### src/hdl/rss_regs.svh
// Constants for the rotate, skip and subtract execution unit
`ifndef RSS_REGS_SVH
`define RSS_REGS_SVH

`define RSS_DATA_W      8
`define RSS_PC_W        14
`define RSS_STACK_DEPTH 16
`define RSS_SP_W        5
`define RSS_ACC_RESET   8'h00
`define RSS_PC_RESET    14'h0000
`define RSS_IRQ_VECTOR  14'h0004
`define RSS_BYTE_ONES   8'hFF
`define RSS_BYTE_ZERO   8'h00
`define RSS_PC_STEP     14'h0001
`define RSS_PC_SKIP     14'h0002
`define RSS_ONE         8'h01

`endif

### src/hdl/rss_pkg.sv
// Types shared by the rotate, skip and subtract execution unit
`default_nettype none
`include "rss_regs.svh"

package rss_pkg;

  typedef enum logic [4:0] {
    RSS_NOP,
    RSS_OR_TO_MEMORY,
    RSS_RET,
    RSS_RET_LOAD,
    RSS_IRQ_RETURN,
    RSS_ROT_LEFT,
    RSS_ROT_LEFT_A,
    RSS_ROT_RIGHT,
    RSS_ROT_RIGHT_A,
    RSS_ROTATE_LEFT_THRU_BORROW_BIT,
    RSS_ROTATE_LEFT_THRU_BORROW_BIT_A,
    RSS_ROTATE_RIGHT_THRU_BORROW_BIT,
    RSS_ROTATE_RIGHT_THRU_BORROW_BIT_A,
    RSS_SUBTRACT_WITH_BORROW,
    RSS_SUBTRACT_WITH_BORROW_IMM,
    RSS_SUBTRACT_WITH_BORROW_TO_MEM,
    RSS_DECREMENT_SKIP_IF_NULL,
    RSS_DECREMENT_SKIP_IF_NULL_A,
    RSS_INCREMENT_SKIP_IF_NULL,
    RSS_INCREMENT_SKIP_IF_NULL_A,
    RSS_SET_BYTE,
    RSS_SET_BIT,
    RSS_SKIP_IF_BIT_NONNULL,
    RSS_SKIP_IF_NONNULL,
    RSS_SUB_MEM,
    RSS_CALL
  } rss_op_type;

  typedef struct packed {
    logic                    valid;
    rss_op_type              op;
    logic [`RSS_DATA_W-1:0]  mem_data;
    logic [`RSS_DATA_W-1:0]  imm;
    logic [2:0]              bit_sel;
    logic [`RSS_PC_W-1:0]    target;
  } rss_instr_type;

  typedef struct packed {
    logic carry_flag;
    logic zero_flag;
    logic half_borrow_flag;
    logic signed_wrap_flag;
    logic signed_borrow_flag;
    logic chained_null_flag;
  } rss_flags_type;

  typedef enum logic {
    RSS_EXEC,
    RSS_SLOT
  } rss_state_type;

endpackage : rss_pkg

`default_nettype wire

### src/hdl/rss_sub_unit.sv
// Subtract datapath with borrow term and full flag generation
`default_nettype none
`include "rss_regs.svh"

module rss_sub_unit
  import rss_pkg::*;
(
  input  wire logic [`RSS_DATA_W-1:0] minuend_in,     // Working register value
  input  wire logic [`RSS_DATA_W-1:0] subtrahend_in,  // Memory byte or literal
  input  wire rss_flags_type          flags_in,       // Flags before the operation
  input  wire logic                   use_borrow_in,  // Include inverted carry term
  output logic      [`RSS_DATA_W-1:0] diff_out,       // Difference
  output rss_flags_type               flags_out       // Flags after the operation
);

  wire logic       borrow_in = use_borrow_in & ~flags_in.carry_flag;
  wire logic [8:0] diff9 = {1'b0, minuend_in} - {1'b0, subtrahend_in} - {8'h00, borrow_in};
  wire logic [4:0] low5  = {1'b0, minuend_in[3:0]} - {1'b0, subtrahend_in[3:0]} - {4'h0, borrow_in};
  wire logic       is_zero = (diff9[7:0] == `RSS_BYTE_ZERO);
  wire logic       wrap = (minuend_in[7] ^ subtrahend_in[7]) & (diff9[7] ^ minuend_in[7]);
  // Chained zero only accumulates across the borrow form
  wire logic       chain = use_borrow_in ? (is_zero & flags_in.chained_null_flag) : is_zero;

  assign diff_out = diff9[7:0];
  // carry means no borrow; one driver for the whole flag word, carry first
  assign flags_out = {~diff9[8], is_zero, ~low5[4], wrap, wrap ^ diff9[7], chain};

endmodule : rss_sub_unit

`default_nettype wire

### src/hdl/rss_stack.sv
// Hardware return-address stack
`default_nettype none
`include "rss_regs.svh"

module rss_stack
  import rss_pkg::*;
(
  input  wire logic                  clk_in,    // System clock
  input  wire logic                  reset_in,  // Asynchronous reset, active high
  input  wire logic                  push_in,   // Push one address
  input  wire logic                  pop_in,    // Pop one address
  input  wire logic [`RSS_PC_W-1:0]  data_in,   // Address to push
  output logic      [`RSS_PC_W-1:0]  top_out    // Address on top of stack
);

  logic [`RSS_PC_W-1:0] mem [`RSS_STACK_DEPTH];
  logic [`RSS_SP_W-2:0] sp;

  // Pointer wraps on overflow, so the deepest entry is silently overwritten
  wire logic [`RSS_SP_W-2:0] top_idx = sp - 4'h1;
  assign top_out = mem[top_idx];

  always_ff @(posedge clk_in or posedge reset_in) begin
    if (reset_in) begin
      sp <= '0;
    end else if (push_in) begin
      sp <= sp + 4'h1;
    end else if (pop_in) begin
      sp <= top_idx;
    end
  end

  always_ff @(posedge clk_in) begin
    if (push_in) begin
      mem[sp] <= data_in;
    end
  end

endmodule : rss_stack

`default_nettype wire

### src/hdl/rss_exec_unit.sv
// Execution unit for or-to-memory, returns, rotates, subtracts, skips and set
//
// Overview of operation
// - Or-to-memory writes working register OR data byte back to memory.
// - Return pops program counter from stack; flags stay untouched.
// - Return-with-value pops program counter and loads immediate into working register.
// - Interrupt return with no interrupt pending pops program counter and sets the master interrupt gate.
// - Pending interrupt at interrupt return is serviced before the main program resumes.
// - Plain rotate left moves bit 7 into bit 0, no flags.
// - Plain rotate right moves bit 0 into bit 7, no flags.
// - Rotate left through carry: bit 7 to carry, carry to bit 0.
// - Rotate right through carry: bit 0 to carry, carry to bit 7.
// - Working-register rotate forms give same value, memory byte left alone.
// - Subtract-with-borrow removes operand and inverted carry, updates six flags.
// - Carry is 0 for a negative result, 1 otherwise.
// - Immediate subtract-with-borrow uses the literal, result to working register.
// - Subtract-with-borrow to memory writes the difference to the data byte.
// - Decrement-skip writes byte minus one, skips on zero, no flags.
// - Increment-skip writes byte plus one, skips on zero, no flags.
// - Register forms of decrement/increment-skip write working register, skip on zero.
// - Every skip instruction takes two cycles with a dummy slot.
// - Set byte writes all ones; set bit forces one bit; no flags.
// - Bit-test skip skips when the selected bit is not zero.
// - Byte-test skip rewrites the byte and skips when nonzero.
// - Plain subtract computes working register minus byte without carry.
// - Plain subtract writes working register and updates six flags.
`default_nettype none
`include "rss_regs.svh"

module rss_exec_unit
  import rss_pkg::*;
(
  input  wire logic                   clk_in,                  // System clock, 25 MHz
  input  wire logic                   reset_in,                // Asynchronous reset, active high
  input  wire rss_pkg::rss_instr_type instr_in,                // Decoded instruction with operands
  input  wire logic                   irq_pending_in,          // Interrupt request waiting
  output logic                        ready_out,               // Unit accepts an instruction
  output logic [`RSS_PC_W-1:0]        pc_out,                  // Program counter
  output logic [`RSS_DATA_W-1:0]      working_register_out,    // Working register
  output rss_pkg::rss_flags_type      flags_out,               // Status flags
  output logic                        master_irq_gate_out,     // Master interrupt enable
  output logic                        mem_wr_out,              // Data byte write strobe
  output logic [`RSS_DATA_W-1:0]      mem_wr_data_out,         // Data byte to write
  output logic                        skip_taken_out,          // Pulses for one cycle after a skip test passes
  output logic                        irq_serviced_out         // Pending interrupt entered
);

  import rss_pkg::*;

  // ----------------------------------------------------------------
  // State
  // ----------------------------------------------------------------
  rss_state_type           state;
  rss_state_type           next_state;
  logic [`RSS_PC_W-1:0]    pc;
  logic [`RSS_PC_W-1:0]    next_pc;
  logic [`RSS_DATA_W-1:0]  acc;
  logic [`RSS_DATA_W-1:0]  next_acc;
  rss_flags_type           flags;
  rss_flags_type           next_flags;
  logic                    gate;
  logic                    next_gate;
  logic                    next_mem_wr;
  logic [`RSS_DATA_W-1:0]  next_mem_data;
  logic                    next_skip;
  logic                    next_irq;
  logic                    push;
  logic                    pop;
  logic [`RSS_PC_W-1:0]    stack_top;

  // ----------------------------------------------------------------
  // Decode
  // ----------------------------------------------------------------
  wire logic                   issue = (state == RSS_EXEC) & ready_out & instr_in.valid;
  wire rss_op_type             op    = instr_in.op;
  wire logic [`RSS_DATA_W-1:0] m     = instr_in.mem_data;
  wire logic                   c     = flags.carry_flag;

  wire logic [`RSS_DATA_W-1:0] rot_l  = {m[6:0], m[7]};
  wire logic [`RSS_DATA_W-1:0] rot_r  = {m[0], m[7:1]};
  wire logic [`RSS_DATA_W-1:0] rot_lc = {m[6:0], c};
  wire logic [`RSS_DATA_W-1:0] rot_rc = {c, m[7:1]};

  wire logic [`RSS_DATA_W-1:0] dec_val = m - `RSS_ONE;
  wire logic [`RSS_DATA_W-1:0] inc_val = m + `RSS_ONE;
  wire logic [`RSS_DATA_W-1:0] bit_mask = `RSS_ONE << instr_in.bit_sel;

  wire logic is_sub_imm = (op == RSS_SUBTRACT_WITH_BORROW_IMM);
  wire logic is_plain_sub = (op == RSS_SUB_MEM);

  wire logic [`RSS_DATA_W-1:0] sub_operand = is_sub_imm ? instr_in.imm : m;

  logic [`RSS_DATA_W-1:0] sub_diff;
  rss_flags_type          sub_flags;

  // borrow form; plain form has no carry term
  rss_sub_unit u_sub (
    .minuend_in    (acc),
    .subtrahend_in (sub_operand),
    .flags_in      (flags),
    .use_borrow_in (~is_plain_sub),
    .diff_out      (sub_diff),
    .flags_out     (sub_flags)
  );

  rss_stack u_stack (
    .clk_in   (clk_in),
    .reset_in (reset_in),
    .push_in  (push),
    .pop_in   (pop),
    .data_in  (pc + `RSS_PC_STEP),
    .top_out  (stack_top)
  );

  // ----------------------------------------------------------------
  // Next-state logic
  // ----------------------------------------------------------------
  always_comb begin
    // flags hold unless an operation names them
    next_flags    = flags;
    next_acc      = acc;
    next_pc       = pc;
    next_gate     = gate;
    next_mem_wr   = 1'b0;
    next_mem_data = m;
    next_skip     = 1'b0;
    next_irq      = 1'b0;
    next_state    = RSS_EXEC;
    push          = 1'b0;
    pop           = 1'b0;
    if (issue) begin
      next_pc = pc + `RSS_PC_STEP;
      unique case (op)
        RSS_NOP: begin
        end
        RSS_OR_TO_MEMORY: begin
          next_mem_wr   = 1'b1;
          next_mem_data = acc | m;
          next_flags.zero_flag = ((acc | m) == `RSS_BYTE_ZERO);
        end
        RSS_RET, RSS_RET_LOAD, RSS_IRQ_RETURN: begin
          // resume at popped address, flags untouched
          next_pc    = stack_top;
          pop        = 1'b1;
          next_state = RSS_SLOT;
          if (op == RSS_RET_LOAD) begin
            next_acc = instr_in.imm;
          end
          if (op == RSS_IRQ_RETURN) begin
            next_gate = 1'b1;
            if (irq_pending_in) begin
              // enter pending service; popped address stays on the stack
              pop       = 1'b0;
              next_pc   = `RSS_IRQ_VECTOR;
              next_gate = 1'b0;
              next_irq  = 1'b1;
            end
          end
        end
        RSS_CALL: begin
          push       = 1'b1;
          next_pc    = instr_in.target;
          next_state = RSS_SLOT;
        end
        RSS_ROT_LEFT: begin
          next_mem_wr   = 1'b1;
          next_mem_data = rot_l;
        end
        RSS_ROT_RIGHT: begin
          next_mem_wr   = 1'b1;
          next_mem_data = rot_r;
        end
        RSS_ROTATE_LEFT_THRU_BORROW_BIT: begin
          next_mem_wr   = 1'b1;
          next_mem_data = rot_lc;
          next_flags.carry_flag = m[7];
        end
        RSS_ROTATE_RIGHT_THRU_BORROW_BIT: begin
          next_mem_wr   = 1'b1;
          next_mem_data = rot_rc;
          next_flags.carry_flag = m[0];
        end
        // register forms reuse the rotated values, memory untouched
        RSS_ROT_LEFT_A: begin
          next_acc = rot_l;
        end
        RSS_ROT_RIGHT_A: begin
          next_acc = rot_r;
        end
        RSS_ROTATE_LEFT_THRU_BORROW_BIT_A: begin
          next_acc = rot_lc;
          next_flags.carry_flag = m[7];
        end
        RSS_ROTATE_RIGHT_THRU_BORROW_BIT_A: begin
          next_acc = rot_rc;
          next_flags.carry_flag = m[0];
        end
        // borrow, immediate and plain subtracts to register with six flags
        RSS_SUBTRACT_WITH_BORROW, RSS_SUBTRACT_WITH_BORROW_IMM, RSS_SUB_MEM: begin
          next_acc   = sub_diff;
          next_flags = sub_flags;
        end
        RSS_SUBTRACT_WITH_BORROW_TO_MEM: begin
          next_mem_wr   = 1'b1;
          next_mem_data = sub_diff;
          next_flags    = sub_flags;
        end
        RSS_DECREMENT_SKIP_IF_NULL: begin
          next_mem_wr   = 1'b1;
          next_mem_data = dec_val;
          next_skip     = (dec_val == `RSS_BYTE_ZERO);
          next_state    = RSS_SLOT;
        end
        RSS_INCREMENT_SKIP_IF_NULL: begin
          next_mem_wr   = 1'b1;
          next_mem_data = inc_val;
          next_skip     = (inc_val == `RSS_BYTE_ZERO);
          next_state    = RSS_SLOT;
        end
        RSS_DECREMENT_SKIP_IF_NULL_A: begin
          next_acc   = dec_val;
          next_skip  = (dec_val == `RSS_BYTE_ZERO);
          next_state = RSS_SLOT;
        end
        RSS_INCREMENT_SKIP_IF_NULL_A: begin
          next_acc   = inc_val;
          next_skip  = (inc_val == `RSS_BYTE_ZERO);
          next_state = RSS_SLOT;
        end
        RSS_SET_BYTE: begin
          next_mem_wr   = 1'b1;
          next_mem_data = `RSS_BYTE_ONES;
        end
        RSS_SET_BIT: begin
          next_mem_wr   = 1'b1;
          next_mem_data = m | bit_mask;
        end
        RSS_SKIP_IF_BIT_NONNULL: begin
          next_skip  = ((m & bit_mask) != `RSS_BYTE_ZERO);
          next_state = RSS_SLOT;
        end
        RSS_SKIP_IF_NONNULL: begin
          next_mem_wr   = 1'b1;
          next_mem_data = m;
          next_skip     = (m != `RSS_BYTE_ZERO);
          next_state    = RSS_SLOT;
        end
        default: begin
        end
      endcase
      if (next_skip) begin
        next_pc = pc + `RSS_PC_SKIP;
      end
    end
  end

  // ----------------------------------------------------------------
  // Registers
  // ----------------------------------------------------------------
  // dummy slot holds issue off for one cycle after a skip
  always_ff @(posedge clk_in or posedge reset_in) begin
    if (reset_in) begin
      state     <= RSS_EXEC;
      ready_out <= 1'b0;
    end else begin
      state     <= next_state;
      ready_out <= (next_state == RSS_EXEC);
    end
  end

  always_ff @(posedge clk_in or posedge reset_in) begin
    if (reset_in) begin
      pc    <= `RSS_PC_RESET;
      acc   <= `RSS_ACC_RESET;
      flags <= '0;
      gate  <= 1'b0;
    end else begin
      pc    <= next_pc;
      acc   <= next_acc;
      flags <= next_flags;
      gate  <= next_gate;
    end
  end

  always_ff @(posedge clk_in or posedge reset_in) begin
    if (reset_in) begin
      mem_wr_out       <= 1'b0;
      mem_wr_data_out  <= `RSS_BYTE_ZERO;
      skip_taken_out   <= 1'b0;
      irq_serviced_out <= 1'b0;
    end else begin
      mem_wr_out       <= next_mem_wr;
      mem_wr_data_out  <= next_mem_data;
      skip_taken_out   <= next_skip;
      irq_serviced_out <= next_irq;
    end
  end

  assign pc_out               = pc;
  assign working_register_out = acc;
  assign flags_out            = flags;
  assign master_irq_gate_out  = gate;

endmodule : rss_exec_unit

`default_nettype wire

### config.mk
export PLATFORM = sky130hd
export DESIGN_NAME = rss_exec_unit
export DESIGN_NICKNAME = d
export VERILOG_FILES = /design/src/hdl/rss_pkg.sv /design/src/hdl/rss_sub_unit.sv /design/src/hdl/rss_stack.sv /design/src/hdl/rss_exec_unit.sv
export VERILOG_INCLUDE_DIRS = /design/src /design/src/hdl
export SDC_FILE = /design/constraint.sdc
export NUM_CORES = 1
export LEC_CHECK = 0
export ABC_AREA = 1
export BUFFER_PORTS_ARGS = -buffer_cell sky130_fd_sc_hd__buf_2
export CORE_ASPECT_RATIO = 1.25
export CORE_MARGIN = 4
export CORE_UTILIZATION = 44
export CTS_CLUSTER_DIAMETER = 30
export DETAILED_ROUTE_END_ITERATION = 8
export SETUP_SLACK_MARGIN = 0.2
export SLEW_MARGIN = 10
export SYNTH_ARGS = -nofsm -noshare
export SYNTH_HDL_FRONTEND = slang
export SYNTH_HIERARCHICAL = 1
export SYNTH_SLANG_ARGS = --single-unit
### constraint.sdc
create_clock -name clk_in -period 8.55 [get_ports clk_in]
set_clock_uncertainty 0.1 [all_clocks]
set_input_delay 0.4275 -clock clk_in [delete_from_list [all_inputs] [get_ports clk_in]]
set_output_delay 0.4275 -clock clk_in [all_outputs]
set_load 0.01 [all_outputs]
=== After elaboration in Yosys (flattened, before gate mapping) ===
Memory sizes are Yosys's and may differ from the RTL's.
Index checks and enable logic that the tools add are counted.

* Logic and storage cells: 128
* Memory bits (writable): 224
* Latch bits: 0
* Memory bits (read-only): 0
* Memories: 1
* Flip-flop bits (word level): 46

{| class="wikitable"
|+ Memory list
! name !! depth !! width !! read ports !! clocked after Yosys merged registers in !! write ports !! line !! source
|-
| u_stack.mem || 16 || 14 || 1 || 0 || 1 || rss_stack.sv:16 || <nowiki>logic [`RSS_PC_W-1:0] mem [`RSS_STACK_DEPTH];</nowiki>
|}

* $lt $le $gt $ge: 0
* Multiplexer cells: 33
* Add/sub/neg operators: 10
* Divide/modulo/power cells: 0
* Multiply operators: 0
* Equal/unequal tests: 26
* Bitwise operators: 17
* Shifts and indexed selects: 1
* Reductions and logical operators: 24

{| class="wikitable"
|+ Operators by type and width
! kind !! count
|-
| 8-bit one-hot mux with 10 select lines || 1
|-
| 8-bit one-hot mux with 8 select lines || 1
|-
| 5-bit equality test, second input constant || 10
|-
| 14-bit 2-to-1 mux || 3
|-
| 5-bit by 4-bit equality test with 1-bit output, second input constant || 8
|-
| 8-bit logical NOT || 4
|-
| 14-bit one-hot mux with 2 select lines || 1
|-
| 8-bit 2-to-1 mux || 3
|-
| 8-bit nonzero test || 3
|-
| 5-bit by 3-bit equality test with 1-bit output, second input constant || 4
|-
| 1-bit 2-to-1 mux || 19
|-
| 8-bit bitwise OR || 2
|-
| 14-bit by 1-bit adder with 14-bit output, second input constant || 1
|-
| 14-bit by 2-bit adder with 14-bit output, second input constant || 1
|-
| 11-bit OR reduction || 1
|-
| 5-bit by 2-bit equality test with 1-bit output, second input constant || 2
|-
| 10-bit OR reduction || 1
|-
| 8-bit by 8-bit subtractor with 9-bit output || 1
|-
| 9-bit by 1-bit subtractor with 9-bit output || 1
|-
| 8-bit by 1-bit adder with 8-bit output, second input constant || 1
|-
| 8-bit AND || 1
|-
| 4-bit 2-to-1 mux || 2
|-
| 2-bit OR reduction || 4
|-
| 1-bit by 3-bit left shift with 8-bit output, first input constant || 1
|-
| 19 further kinds || 35
|}

=== Depth between registers and ports, before layout ===
Gate-level depths: netlist of run 1.

* Depth after elaboration: 7
* Depth in mapped cells: 23

=== Hierarchy ===
Netlist of run 1, hierarchy kept.

{| class="wikitable"
|+ Modules (own cells, without submodules)
! module !! area each (µm²) !! cells an instance !! instances
|-
| rss_stack || 10063.4 || 966 || 1
|-
| rss_exec_unit || 4296.6 || 682 || 1
|-
| rss_sub_unit || 729.4 || 127 || 1
|}

=== Worst setup path before layout of run 1 ===
Ideal clock, no wire load.

* Path type: input to register
* From: in instr_in[37] in the netlist's numbering
* To: reg flags, in the netlist flags_out[0]
* Library setup time: 0.125 ns
* Data arrival time: 2.950 ns
* Cell stages on the path: 19
* Slack: 5.375 ns
* Required time: 8.325 ns
* Cell sequence: buf_2 nor2_4 nand2_4 clkbuf_1 a21oi_1 inv_1 fa_1 ha_1 nand2_1 nand3_1 nand2_1 nand3_1 nand2_1 nand2_1 nor2_2 nand2_1 nor2_2 buf_4 mux2_4

* Longest elaborated chain between the ends: 7

{| class="wikitable"
|+ RTL lines
! what !! line !! source
|-
| start: declaration || rss_exec_unit.sv:35 || <nowiki>input wire rss_pkg::rss_instr_type instr_in,</nowiki>
|-
| 5-bit by 4-bit equality test with 1-bit output * || rss_exec_unit.sv:88 || <nowiki>wire logic is_sub_imm = (op == RSS_SUBTRACT_WITH_BORROW_IMM);</nowiki>
|-
| 8-bit 2-to-1 mux * || rss_exec_unit.sv:91 || <nowiki>wire logic [`RSS_DATA_W-1:0] sub_operand = is_sub_imm ? instr_in.imm : m;</nowiki>
|-
| via sub_operand[0] || rss_exec_unit.sv:91 ||
|-
| 8-bit by 8-bit subtractor with 9-bit output * || rss_sub_unit.sv:17 || <nowiki>wire logic [8:0] diff9 = {1'b0, minuend_in} - {1'b0, subtrahend_in} - {8'h00, borrow_in};</nowiki>
|-
| 9-bit by 1-bit subtractor with 9-bit output * || rss_sub_unit.sv:17 ||
|-
| via sub_diff[7] || rss_exec_unit.sv:93 || <nowiki>logic [`RSS_DATA_W-1:0] sub_diff;</nowiki>
|-
| 8-bit logical NOT (no line) * || -- ||
|-
| 1-bit AND || rss_sub_unit.sv:22 || <nowiki>wire logic chain = use_borrow_in ? (is_zero & flags_in.chained_null_flag) : is_zero;</nowiki>
|-
| 1-bit 2-to-1 mux * || rss_sub_unit.sv:22 ||
|-
| via u_sub.chain || rss_sub_unit.sv:22 ||
|-
| end signal: assignment || rss_exec_unit.sv:280 || <nowiki>flags <= next_flags;</nowiki>
|-
| end: declaration || rss_exec_unit.sv:59 || <nowiki>rss_flags_type flags;</nowiki>
|}

The timed path passes the listed nets; every way through them passes the cells marked *.
A chain may end at the register's enable or synchronous reset.

=== Worst setup path after layout of run 1 ===
* From: reg u_stack.sp[0]
* To: reg pc[4] (netlist: pc_out[4])

* Longest elaborated chain between the ends: 6

{| class="wikitable"
|+ RTL lines
! what !! line !! source
|-
| start: declaration || rss_stack.sv:17 || <nowiki>logic [`RSS_SP_W-2:0] sp;</nowiki>
|-
| start signal: assignment || rss_stack.sv:27 || <nowiki>sp <= sp + 4'h1;</nowiki>
|-
| start signal: assignment || rss_stack.sv:29 || <nowiki>sp <= top_idx;</nowiki>
|-
| 4-bit by 1-bit subtractor with 4-bit output * || rss_stack.sv:20 || <nowiki>wire logic [`RSS_SP_W-2:0] top_idx = sp - 4'h1;</nowiki>
|-
| memory read 16 x 14 bit * || -- ||
|-
| via stack_top[4] || rss_exec_unit.sv:69 || <nowiki>logic [`RSS_PC_W-1:0] stack_top;</nowiki>
|-
| 14-bit 2-to-1 mux || rss_exec_unit.sv:151 || <nowiki>if (irq_pending_in) begin</nowiki>
|-
| 14-bit 2-to-1 mux * || rss_exec_unit.sv:149 || <nowiki>if (op == RSS_IRQ_RETURN) begin</nowiki>
|-
| 14-bit one-hot mux with 2 select lines * || rss_exec_unit.sv:133 || <nowiki>unique case (op)</nowiki>
|-
| 14-bit 2-to-1 mux * || rss_exec_unit.sv:251 || <nowiki>if (next_skip) begin</nowiki>
|-
| end signal: assignment || rss_exec_unit.sv:273 || <nowiki>pc <= `RSS_PC_RESET;</nowiki>
|-
| end signal: assignment || rss_exec_unit.sv:278 || <nowiki>pc <= next_pc;</nowiki>
|-
| end: declaration || rss_exec_unit.sv:55 || <nowiki>logic [`RSS_PC_W-1:0] pc;</nowiki>
|}

Marked as above.

==> impl_summary.txt, run 1 <==
----------------------------------------------------
[STA]
  Time the final worst path needs with I/O delays and setup ... 4.235 ns
  Relative slew margins ... 0.1786
  RSZ-0062 raised after global routing ... no
  Peak clock frequency supported by timing ... 236.1 MHz
  Final-report setup violation count ... 0
  Crit share post-route ... 0.4953
  Total count of hold-check failures in the final report ... 0
  Fin Setup TNS ... 0 ns
  Slew at the pin closest to its max-slew limit ... 1.228 ns
  Number of max-slew violations in the final report ... 0

[Synthesis]
  Number of flops mapped to enable cells by yosys ... around 220
  Top cells by area in the synthesized netlist ... sky130_fd_sc_hd__edfxtp_1 45%, sky130_fd_sc_hd__nand2_1 13%, sky130_fd_sc_hd__dfrtp_1 7.6%, sky130_fd_sc_hd__nand3_1 7.5%, sky130_fd_sc_hd__inv_1 6.8%
  Largest family of logic cells by synthesized area ... simple AND/OR/NAND/NOR gates
  Count of cell types in the netlist ... 49
  Prevailing post-synth register cell ... sky130_fd_sc_hd__edfxtp_1
  Share of the synthesized area in the top cell type ... 0.4458
  Post-synthesis share of cell area spent on full adders, half adders and majority gates ... 0.02338
  Multiplexer fraction of the synthesized cell area ... 0.003980
  Share of synthesized registers carrying an async set or reset ... 0.1704
  Fraction of synthesized cell area in xor and xnor cells ... 0.01857
  Post-Synthesis Cell Area ... roughly 0.015 mm^2
  Net count of the mapped netlist ... roughly 1800
  Seq/Total Area, Yosys ... 0.5221
  Synthesized instance count ... ~1800
  Compound-cell area share of the yosys netlist ... 0.04237
  Avg Cell Area, Syn ... approximately 8.5 um^2
  Simple-gate share of the synthesized area ... 0.2879
  Syn. warnings ... 6
  Synthesized flop and latch total ... 270
  Most area-hungry cell type in the Yosys netlist ... sky130_fd_sc_hd__edfxtp_1

[Critical path]
  Worst EP required ... between 8 and 9 ns
  Worst-path maximum fanout ... between 50 and 60
  R2R Path Start ... u_stack/sp[0]
  Type of origin of the critical path ... flop
  Critical path buffer and inverter count ... 3
  Critical Path Source ... u_stack/sp[0]
  Path length in cells of the critical path ... 15
  CP max stage cell ... sky130_fd_sc_hd__clkinv_2
  Cell chain of the critical path ... clkinv_2 -> ha_2 -> buf_4 -> inv_2 -> nand3_1 -> nand3_1 -> nand3_1 -> nand2_1 -> a21boi_0 -> nand2_1 -> nand3_1 -> nand4_1 -> nand2_1 -> nand2_1 -> nand2_1
  Setup CP Type ... flop to flop
  Worst path top cell family by delay ... buffers and inverters
  Data arrival time of the critical path ... around 4.6 ns
  Largest stage delay on the critical path ... between 0.6 and 0.7 ns
  Most repeated library cell on the critical path ... sky130_fd_sc_hd__nand2_1
  Type of element capturing the critical path ... flop
  Number of cells traversed by the worst register-to-register path ... 15

[Clock tree]
  CTS H-tree depth ... 2
  CTS tree ... done
  Master cell of the clock root buffer ... sky130_fd_sc_hd__clkbuf_16
  Postcts setup bufs ... 0
  Number of buffers added by the clock tree synthesis step ... 51
  Count of hold-fix buffers inserted at cts ... 1
  Clock Tree Buf Depth ... 3
  CTS clock-pin slew for the worst setup and hold paths ... roughly 0.050 ns
  Number of sinks driven by the clock tree ... 270
  Number of gates resized after CTS ... 0
  Clk_lat worst skew ... around 0.57 ns

[Global route]
  Maximum number of pins on one net before global-route repair ... between 100 and 150
  Global-route wire length before repair ... 75880 um
  GRT met1 Usage ... 0.2992
  Global-route track usage on met3 ... 0.04745
  Number of global-route vias before repair ... 12430
  GRT Residual Overflow ... 0
  Most used routing layer in global routing ... met2
  GR Util met2 ... 0.4670
  Antenna violations before repair ... 5
  GRT Total Usage ... 0.2688

[Flow run]
  Reported max-cap violation count ... 0

[Route]
  Number of DRC violations after detailed-routing iteration 0 ... between 1000 and 1500
  Wire length after detailed routing ... ~51000 um
  Via count ... 12680
  Wire per inst ... 22.01 um
  Remaining DRCs ... 0
  Via-per-instance ratio ... about 5.5
  First-pass iteration count of the detailed router ... 5
  Residual antenna-violating net count after detailed routing ... 0

[Power]
  Combinational group share of total power ... 0.395
  Worst voltage drop across the vdd grid ... about 190 uV
  Power per unit of standard cell area ... 353.2 mW/mm^2
  Switching power of the nets ... 0.002677 W
  Relative contribution of the clock network to total power ... 0.321
  Proportion of total power due to net switching ... 0.4311
  Cell-internal power ... 0.003533 W
  Sequential share of power ... 0.284
  P_leak ... 8.139 nW

[Min path]
  Hold WC Path Type ... input pin to flop
  Hold_sp ... instr_in[20]
  Worst hold stages ... 3

[Final layout]
  Count of fill cells added during filler insertion ... approximately 3200
  Commonest non-fill, non-tap cells in the layout ... 539 x sky130_fd_sc_hd__nand2_1, 271 x sky130_fd_sc_hd__inv_1, 227 x sky130_fd_sc_hd__nand3_1
  Total Nets Final ... 1924
  Layout cell share with drive strength beyond 1 ... 0.1586
  Leading cell type in the layout, fill and taps excluded ... sky130_fd_sc_hd__nand2_1
  Growth of design area from synthesis to finish ... 16.51%
  Post-route cell area ... 0.01758 mm^2

[Die]
  Area of the placeable core ... about 0.034 mm^2
  Initial standard-cell utilization of the core ... 0.4479
  Row Count ... 75
  Die X-Extent ... approximately 170 um
  I/O pin count ... 83
  Die area ... roughly 0.037 mm^2
  Vert. Die Dim ... 215.0 um

[Place]
  Post-detail-place hpwl ... ~36000 um
  Port Buf Inserts ... between 80 and 90
  Placer congestion estimate ... 1.002
  Standard cell area after detailed placement ... 0.01581 mm^2

[Status]
  Result of the run ... completed

----------------------------------------------------
-- worst min-delay path, stage by stage --
cell,delay [ns]
sky130_fd_sc_hd__buf_2,0.09
sky130_fd_sc_hd__o211ai_1,0.10
sky130_fd_sc_hd__nand2_1,0.07
-- kinds of logic (layout without fill, tap and decap cells) --
kind of cell	count (synthesis)	in the layout
other	0	1
muxes	4	4
AOI/OAI and AO/OA	106	106
buffers and inverters	364	487
DFF	270	270
adders and majority gates	27	27
and+or+nand+nor	975	975
xor gates and xnor gates	29	29
-- layout make-up --
| class | count | area, um^2 | area share |
|---|---|---|---|
| diodes | 1 | 2.502 | 0.0001423 |
| clock inverters | 42 | 426.7 | 0.02427 |
| clock buffers | 54 | 1297 | 0.07380 |
| well taps | 423 | 529.3 | 0.03010 |
| multi-input cells | 1141 | 5794 | 0.3296 |
| repair buffers | 100 | 555.5 | 0.03160 |
| inverters | 291 | 1094 | 0.06220 |
| flip-flops and latches | 270 | 7881 | 0.4483 |
-- final timing paths --
kind / endpoint / slack (ns)
setup / recovery: pc_out[4] / 4.32
max in group asynchronous: ready_out / 7.08
setup reg to reg: pc_out[4] / 4.32
hold / removal: working_register_out[3] / 0.06
min in group asynchronous: u_stack/sp[0] / 0.24
hold reg to reg: flags_out[2] / 0.41
-- routing by layer --
layer | vias up | part of all wire
met5 | - | 0.0011
met4 | 8 | 0.083
met3 | 194 | 0.070
met2 | 615 | 0.49
met1 | 5965 | 0.35
li1 | 5900 | -
-- synthesized netlist by cell type, types with 17 or more instances --
master,count
sky130_fd_sc_hd__clkbuf_1,19
sky130_fd_sc_hd__ha_1,25
sky130_fd_sc_hd__nand3_1,227
sky130_fd_sc_hd__xor2_1,23
sky130_fd_sc_hd__nand2_1,539
sky130_fd_sc_hd__o21ai_0,30
sky130_fd_sc_hd__a21oi_1,30
sky130_fd_sc_hd__nand3_2,20
sky130_fd_sc_hd__inv_1,273
sky130_fd_sc_hd__nand4_1,22
sky130_fd_sc_hd__buf_2,33
sky130_fd_sc_hd__dfrtp_1,46
sky130_fd_sc_hd__nor2_1,111
sky130_fd_sc_hd__inv_2,17
sky130_fd_sc_hd__edfxtp_1,224
-- flip-flops by register name, summed over array words and instances, names as in the netlist --
signal,cells
master_irq_gate_out,1
c,1
skip_taken_out,1
mem_wr_data_out,8
irq_serviced_out,1
u_stack/mem,224
ready_out,1
flags_out,5
mem_wr_out,1
u_stack/sp,4
working_register_out,8
pc_out,14
state,1
-- metrics by stage --
step | total power [W] | instances | util | worst slack (ns) | hold WS (ns)
6_report | 0.006210 | 2322 | 0.5219 | 4.315 | 0.05630
5_1_grt | 0.006508 | 2322 | 0.5219 | 4.049 | 0.06504
4_1_cts | 0.006194 | 2321 | 0.5209 | 4.363 | 0.03389
3_5_place_dp | 0.004196 | 2224 | 0.4694 | 4.374 | 0.2614
3_3_place_gp | 0.004190 | 2223 | 0.4688 | 4.400 | 0.2597
2_1_floorplan | 0.003333 | 1775 | - | 5.375 | 0.09358
-- power groups by stage --
| stage | clock network (W) | registers [W] | logic, W |
|---|---|---|---|
| 2_1_floorplan | 0 | 0.00174 | 0.00159 |
| 3_3_place_gp | 0 | 0.00179 | 0.00240 |
| 3_5_place_dp | 0 | 0.00179 | 0.00241 |
| 4_1_cts | 0.00201 | 0.00176 | 0.00242 |
| 5_1_grt | 0.00208 | 0.00178 | 0.00265 |
| 6_report | 0.00199 | 0.00177 | 0.00245 |
(Power assumes the default switching activity.)
==> run 2, diff against run 1 <==
==> constraint.sdc (replaced) <==
create_clock -name clk_in -period 3.8 [get_ports clk_in]
set_clock_uncertainty 0.1 [all_clocks]
set_input_delay 0.19 -clock clk_in [delete_from_list [all_inputs] [get_ports clk_in]]
set_output_delay 0.19 -clock clk_in [all_outputs]
set_load 0.01 [all_outputs]
==> run 2 against run 1 <==
Compared with the run above: setup slack got worse by 3.8 ns; register-to-register slack got worse by 3.7 ns; final cell count increased by 2.6%; wire length down 8.5%; critical path type is now input pin to flop; critical endpoint is now mem_wr_data_out[7].
==> impl_summary.txt, run 2 (synthesis gave the netlist of run 1 again) <==
----------------------------------------------------
[Status]
  Result of the run ... completed

[Global route]
  Number of global-route vias before repair ... 12490 (+0.49%)
  Maximum number of pins on one net before global-route repair ... 65 (-36%)
  Global-route wire length before repair ... 72070 um (-5.0%)
  Antenna violations before repair ... 3 (-2)
  GRT Total Usage ... 0.2480 (-0.02076)
  GRT Residual Overflow ... 0 (unchanged)

[Route]
  Via count ... 12420 (-2.1%)
  Wire per inst ... 19.63 um (-11%)
  Via-per-instance ratio ... 5.215 (-4.5%)
  Remaining DRCs ... 0 (unchanged)
  Number of DRC violations after detailed-routing iteration 0 ... 865 (-29%)
  Wire length after detailed routing ... 46760 um (-8.5%)
  Residual antenna-violating net count after detailed routing ... 0 (unchanged)
  First-pass iteration count of the detailed router ... 6 (+1)

[Critical path]
  Worst-path maximum fanout ... 17 (-71%)
  Type of element capturing the critical path ... flop
  Number of cells traversed by the worst register-to-register path ... 14 (-1)
  R2R Path Start ... u_stack/sp[0]
  Worst reg2reg path endpoint ... pc_out[4]
  R2R setup slack ... 0.66 ns (-3.66 ns)
  Type of origin of the critical path ... input pin
  Data arrival time of the critical path ... 3.58 ns (-1.01 ns)
  Worst EP required ... 4.12 ns (-4.79 ns)
  Setup CP Type ... input pin to flop

[Flow run]
  Reported max-cap violation count ... 0 (unchanged)

[STA]
  Peak clock frequency supported by timing ... between 300 and 400 MHz
  Final-report setup violation count ... 0 (unchanged)
  Worst-case setup margin in the final layout ... 0.5460 ns (-3.769 ns)
  Crit share post-route ... 0.8563
  RSZ-0062 raised after global routing ... no
  Number of max-slew violations in the final report ... 0 (unchanged)
  Total count of hold-check failures in the final report ... 0 (unchanged)
  Time the final worst path needs with I/O delays and setup ... roughly 3.3 ns
  Fin Setup TNS ... 0 ns (unchanged)
  Relative slew margins ... 0.2601 (+0.08155)
  Slew at the pin closest to its max-slew limit ... 1.110 ns (-0.1178 ns)

[Power]
  Proportion of total power due to net switching ... 0.4049 (-0.02620)
  Relative contribution of the clock network to total power ... 0.330 (+0.009)
  Combinational group share of total power ... 0.385 (-0.010)
  Sequential share of power ... 0.285 (about the same)
  Worst voltage drop across the vdd grid ... 509.7 uV (+170%)
  Switching power of the nets ... 0.005577 W (+110%)
  Total power ... 0.01377 W (+120%)
  P_leak ... 8.400 nW (+3.2%)
  Power per unit of standard cell area ... 764.0 mW/mm^2 (+120%)
  Cell-internal power ... 0.008197 W (+130%)

[Place]
  Port Buf Inserts ... 82 (unchanged)
  Worst slack after detailed placement ... 0.5157 ns (-3.858 ns)
  Placer congestion estimate ... 1.030 (+2.8%)
  Post-detail-place hpwl ... 32430 um (-11%)

[Final layout]
  Leading cell type in the layout, fill and taps excluded ... sky130_fd_sc_hd__nand2_1
  Layout cell share with drive strength beyond 1 ... 0.1580 (-0.0006125)
  Total Nets Final ... 1983 (+3.1%)
  Core utilization of the finished layout ... 0.5352 (+0.01330)
  Flip-flop count of the largest register after layout ... 224 (unchanged)
  Register bank with the most flops ... u_stack/mem
  Commonest non-fill, non-tap cells in the layout ... 539 x sky130_fd_sc_hd__nand2_1, 271 x sky130_fd_sc_hd__inv_1, 227 x sky130_fd_sc_hd__nand3_1
  Growth of design area from synthesis to finish ... 19.48%

[Die]
  Vert. Die Dim ... 215.0 um (unchanged)
  Area of the placeable core ... 0.03369 mm^2 (unchanged)
  Die X-Extent ... 173.6 um (unchanged)
  I/O pin count ... 83 (unchanged)
  Die area ... 0.03734 mm^2 (unchanged)
  Row Count ... 75 (unchanged)
  Initial standard-cell utilization of the core ... 0.4479 (unchanged)

[Clock tree]
  CTS tree ... done
  Master cell of the clock root buffer ... sky130_fd_sc_hd__clkbuf_16
  Clk_lat worst skew ... 0.57 ns (about the same)
  Clock Tree Buf Depth ... 3 (unchanged)
  CTS H-tree depth ... 2 (unchanged)
  Number of sinks driven by the clock tree ... 270 (unchanged)
  CTS clock-pin slew for the worst setup and hold paths ... 0.05 ns (about the same)
  Number of buffers added by the clock tree synthesis step ... 52 (+2.0%)

[Min path]
  Hold WC Path Type ... input pin to flop
  Hold worst-path end ... pc_out[4]
  Hold_sp ... instr_in[4]
  Worst hold stages ... 7 (+4)

----------------------------------------------------
## run 2: cell count changes in the layout (fill, tap and decap cells not counted), sizes merged
cell / previous run / this run
clkinv: 16 / 23
diode: 1 / 3
inv: 309 / 297
bufinv: 3 / 6
dlygate4sd3: 1 / 30
clkbuf: 54 / 53
clkinvlp: 5 / 8
buf: 99 / 128
## run 2: worst max-delay path by stage
stage | end | slack [ns] | depth (start not counted) | from
CTS | mem_wr_data_out[7] | 0.56 | 22 | instr_in[33]
floorplan | u_stack/mem[11][0] | 0.83 | 9 | ready_out
detailed placement | mem_wr_data_out[7] | 0.52 | 20 | instr_in[34]
global route | mem_wr_data_out[7] | 0.20 | 22 | instr_in[33]
global placement | mem_wr_data_out[7] | 0.47 | 20 | instr_in[34]
finish | mem_wr_data_out[7] | 0.55 | 22 | instr_in[33]
## run 2: area by class of cell
cell class / instances / area (um^2)
diodes: 3 / 7.507
clock buffers: 53 / 1305
clock inverters: 43 / 452.9
fillers: 3119 / 15660
inverters: 291 / 1094
multi-input cells: 1141 / 5690
flip-flops and latches: 270 / 7881
well taps: 423 / 529.3
repair buffers: 158 / 1069
## run 2: per-layer routing
| layer | global-route usage | share of wire |
|---|---|---|
| met1 | 0.2913 | 0.38 |
| met2 | 0.4492 | 0.52 |
| met3 | 0.03163 | 0.046 |
| met4 | 0.1180 | 0.051 |
| met5 | 0 | 0 |
## run 2: metrics by stage
stage / hold slack (ns) / area, um^2 / cells
2_1_floorplan: -0.1439 / 15090 / 1775
3_3_place_gp: 0.02382 / 15960 / 2252
3_5_place_dp: 0.02714 / 15960 / 2252
4_1_cts: 0.05465 / 18010 / 2378
5_1_grt: 0.07785 / 18030 / 2382
6_report: 0.09153 / 18030 / 2382
## run 2: timing repair
action                                  CTS  global route
endpoints found under the setup margin    0             1
gates resized for setup                   0             0
hold buffers                             30             0
setup buffers                             0             1
hold endpoints to repair                 74             0
## run 2: power groups by stage
stage,Clock [W],Sequential [W],Combinational [W]
after floorplan,0,0.00392,0.00358
after global routing,0.00477,0.00394,0.00586
after CTS,0.00461,0.00392,0.00536
final,0.00455,0.00393,0.00530
after detailed placement,0,0.00398,0.00531
after global placement,0,0.00398,0.00528
## run 2: critical path: stages
cell	delay [ns]
sky130_fd_sc_hd__dlygate4sd3_1	0.53
sky130_fd_sc_hd__buf_2	0.18
sky130_fd_sc_hd__inv_2	0.12
sky130_fd_sc_hd__nand2_2	0.08
sky130_fd_sc_hd__nor2_4	0.18
sky130_fd_sc_hd__nand2_4	0.15
sky130_fd_sc_hd__a21oi_1	0.17
sky130_fd_sc_hd__inv_1	0.07
sky130_fd_sc_hd__fa_1	0.42
sky130_fd_sc_hd__ha_1	0.30
sky130_fd_sc_hd__nand2_1	0.09
sky130_fd_sc_hd__nand3_1	0.10
sky130_fd_sc_hd__nand2_1	0.11
sky130_fd_sc_hd__nand3_1	0.09
sky130_fd_sc_hd__nand2_1	0.07
sky130_fd_sc_hd__nand2_1	0.12
sky130_fd_sc_hd__inv_1	0.08
sky130_fd_sc_hd__nor2_1	0.05
sky130_fd_sc_hd__nor3_1	0.21
sky130_fd_sc_hd__nand4_1	0.10
sky130_fd_sc_hd__nor2_1	0.11
sky130_fd_sc_hd__a21oi_1	0.05
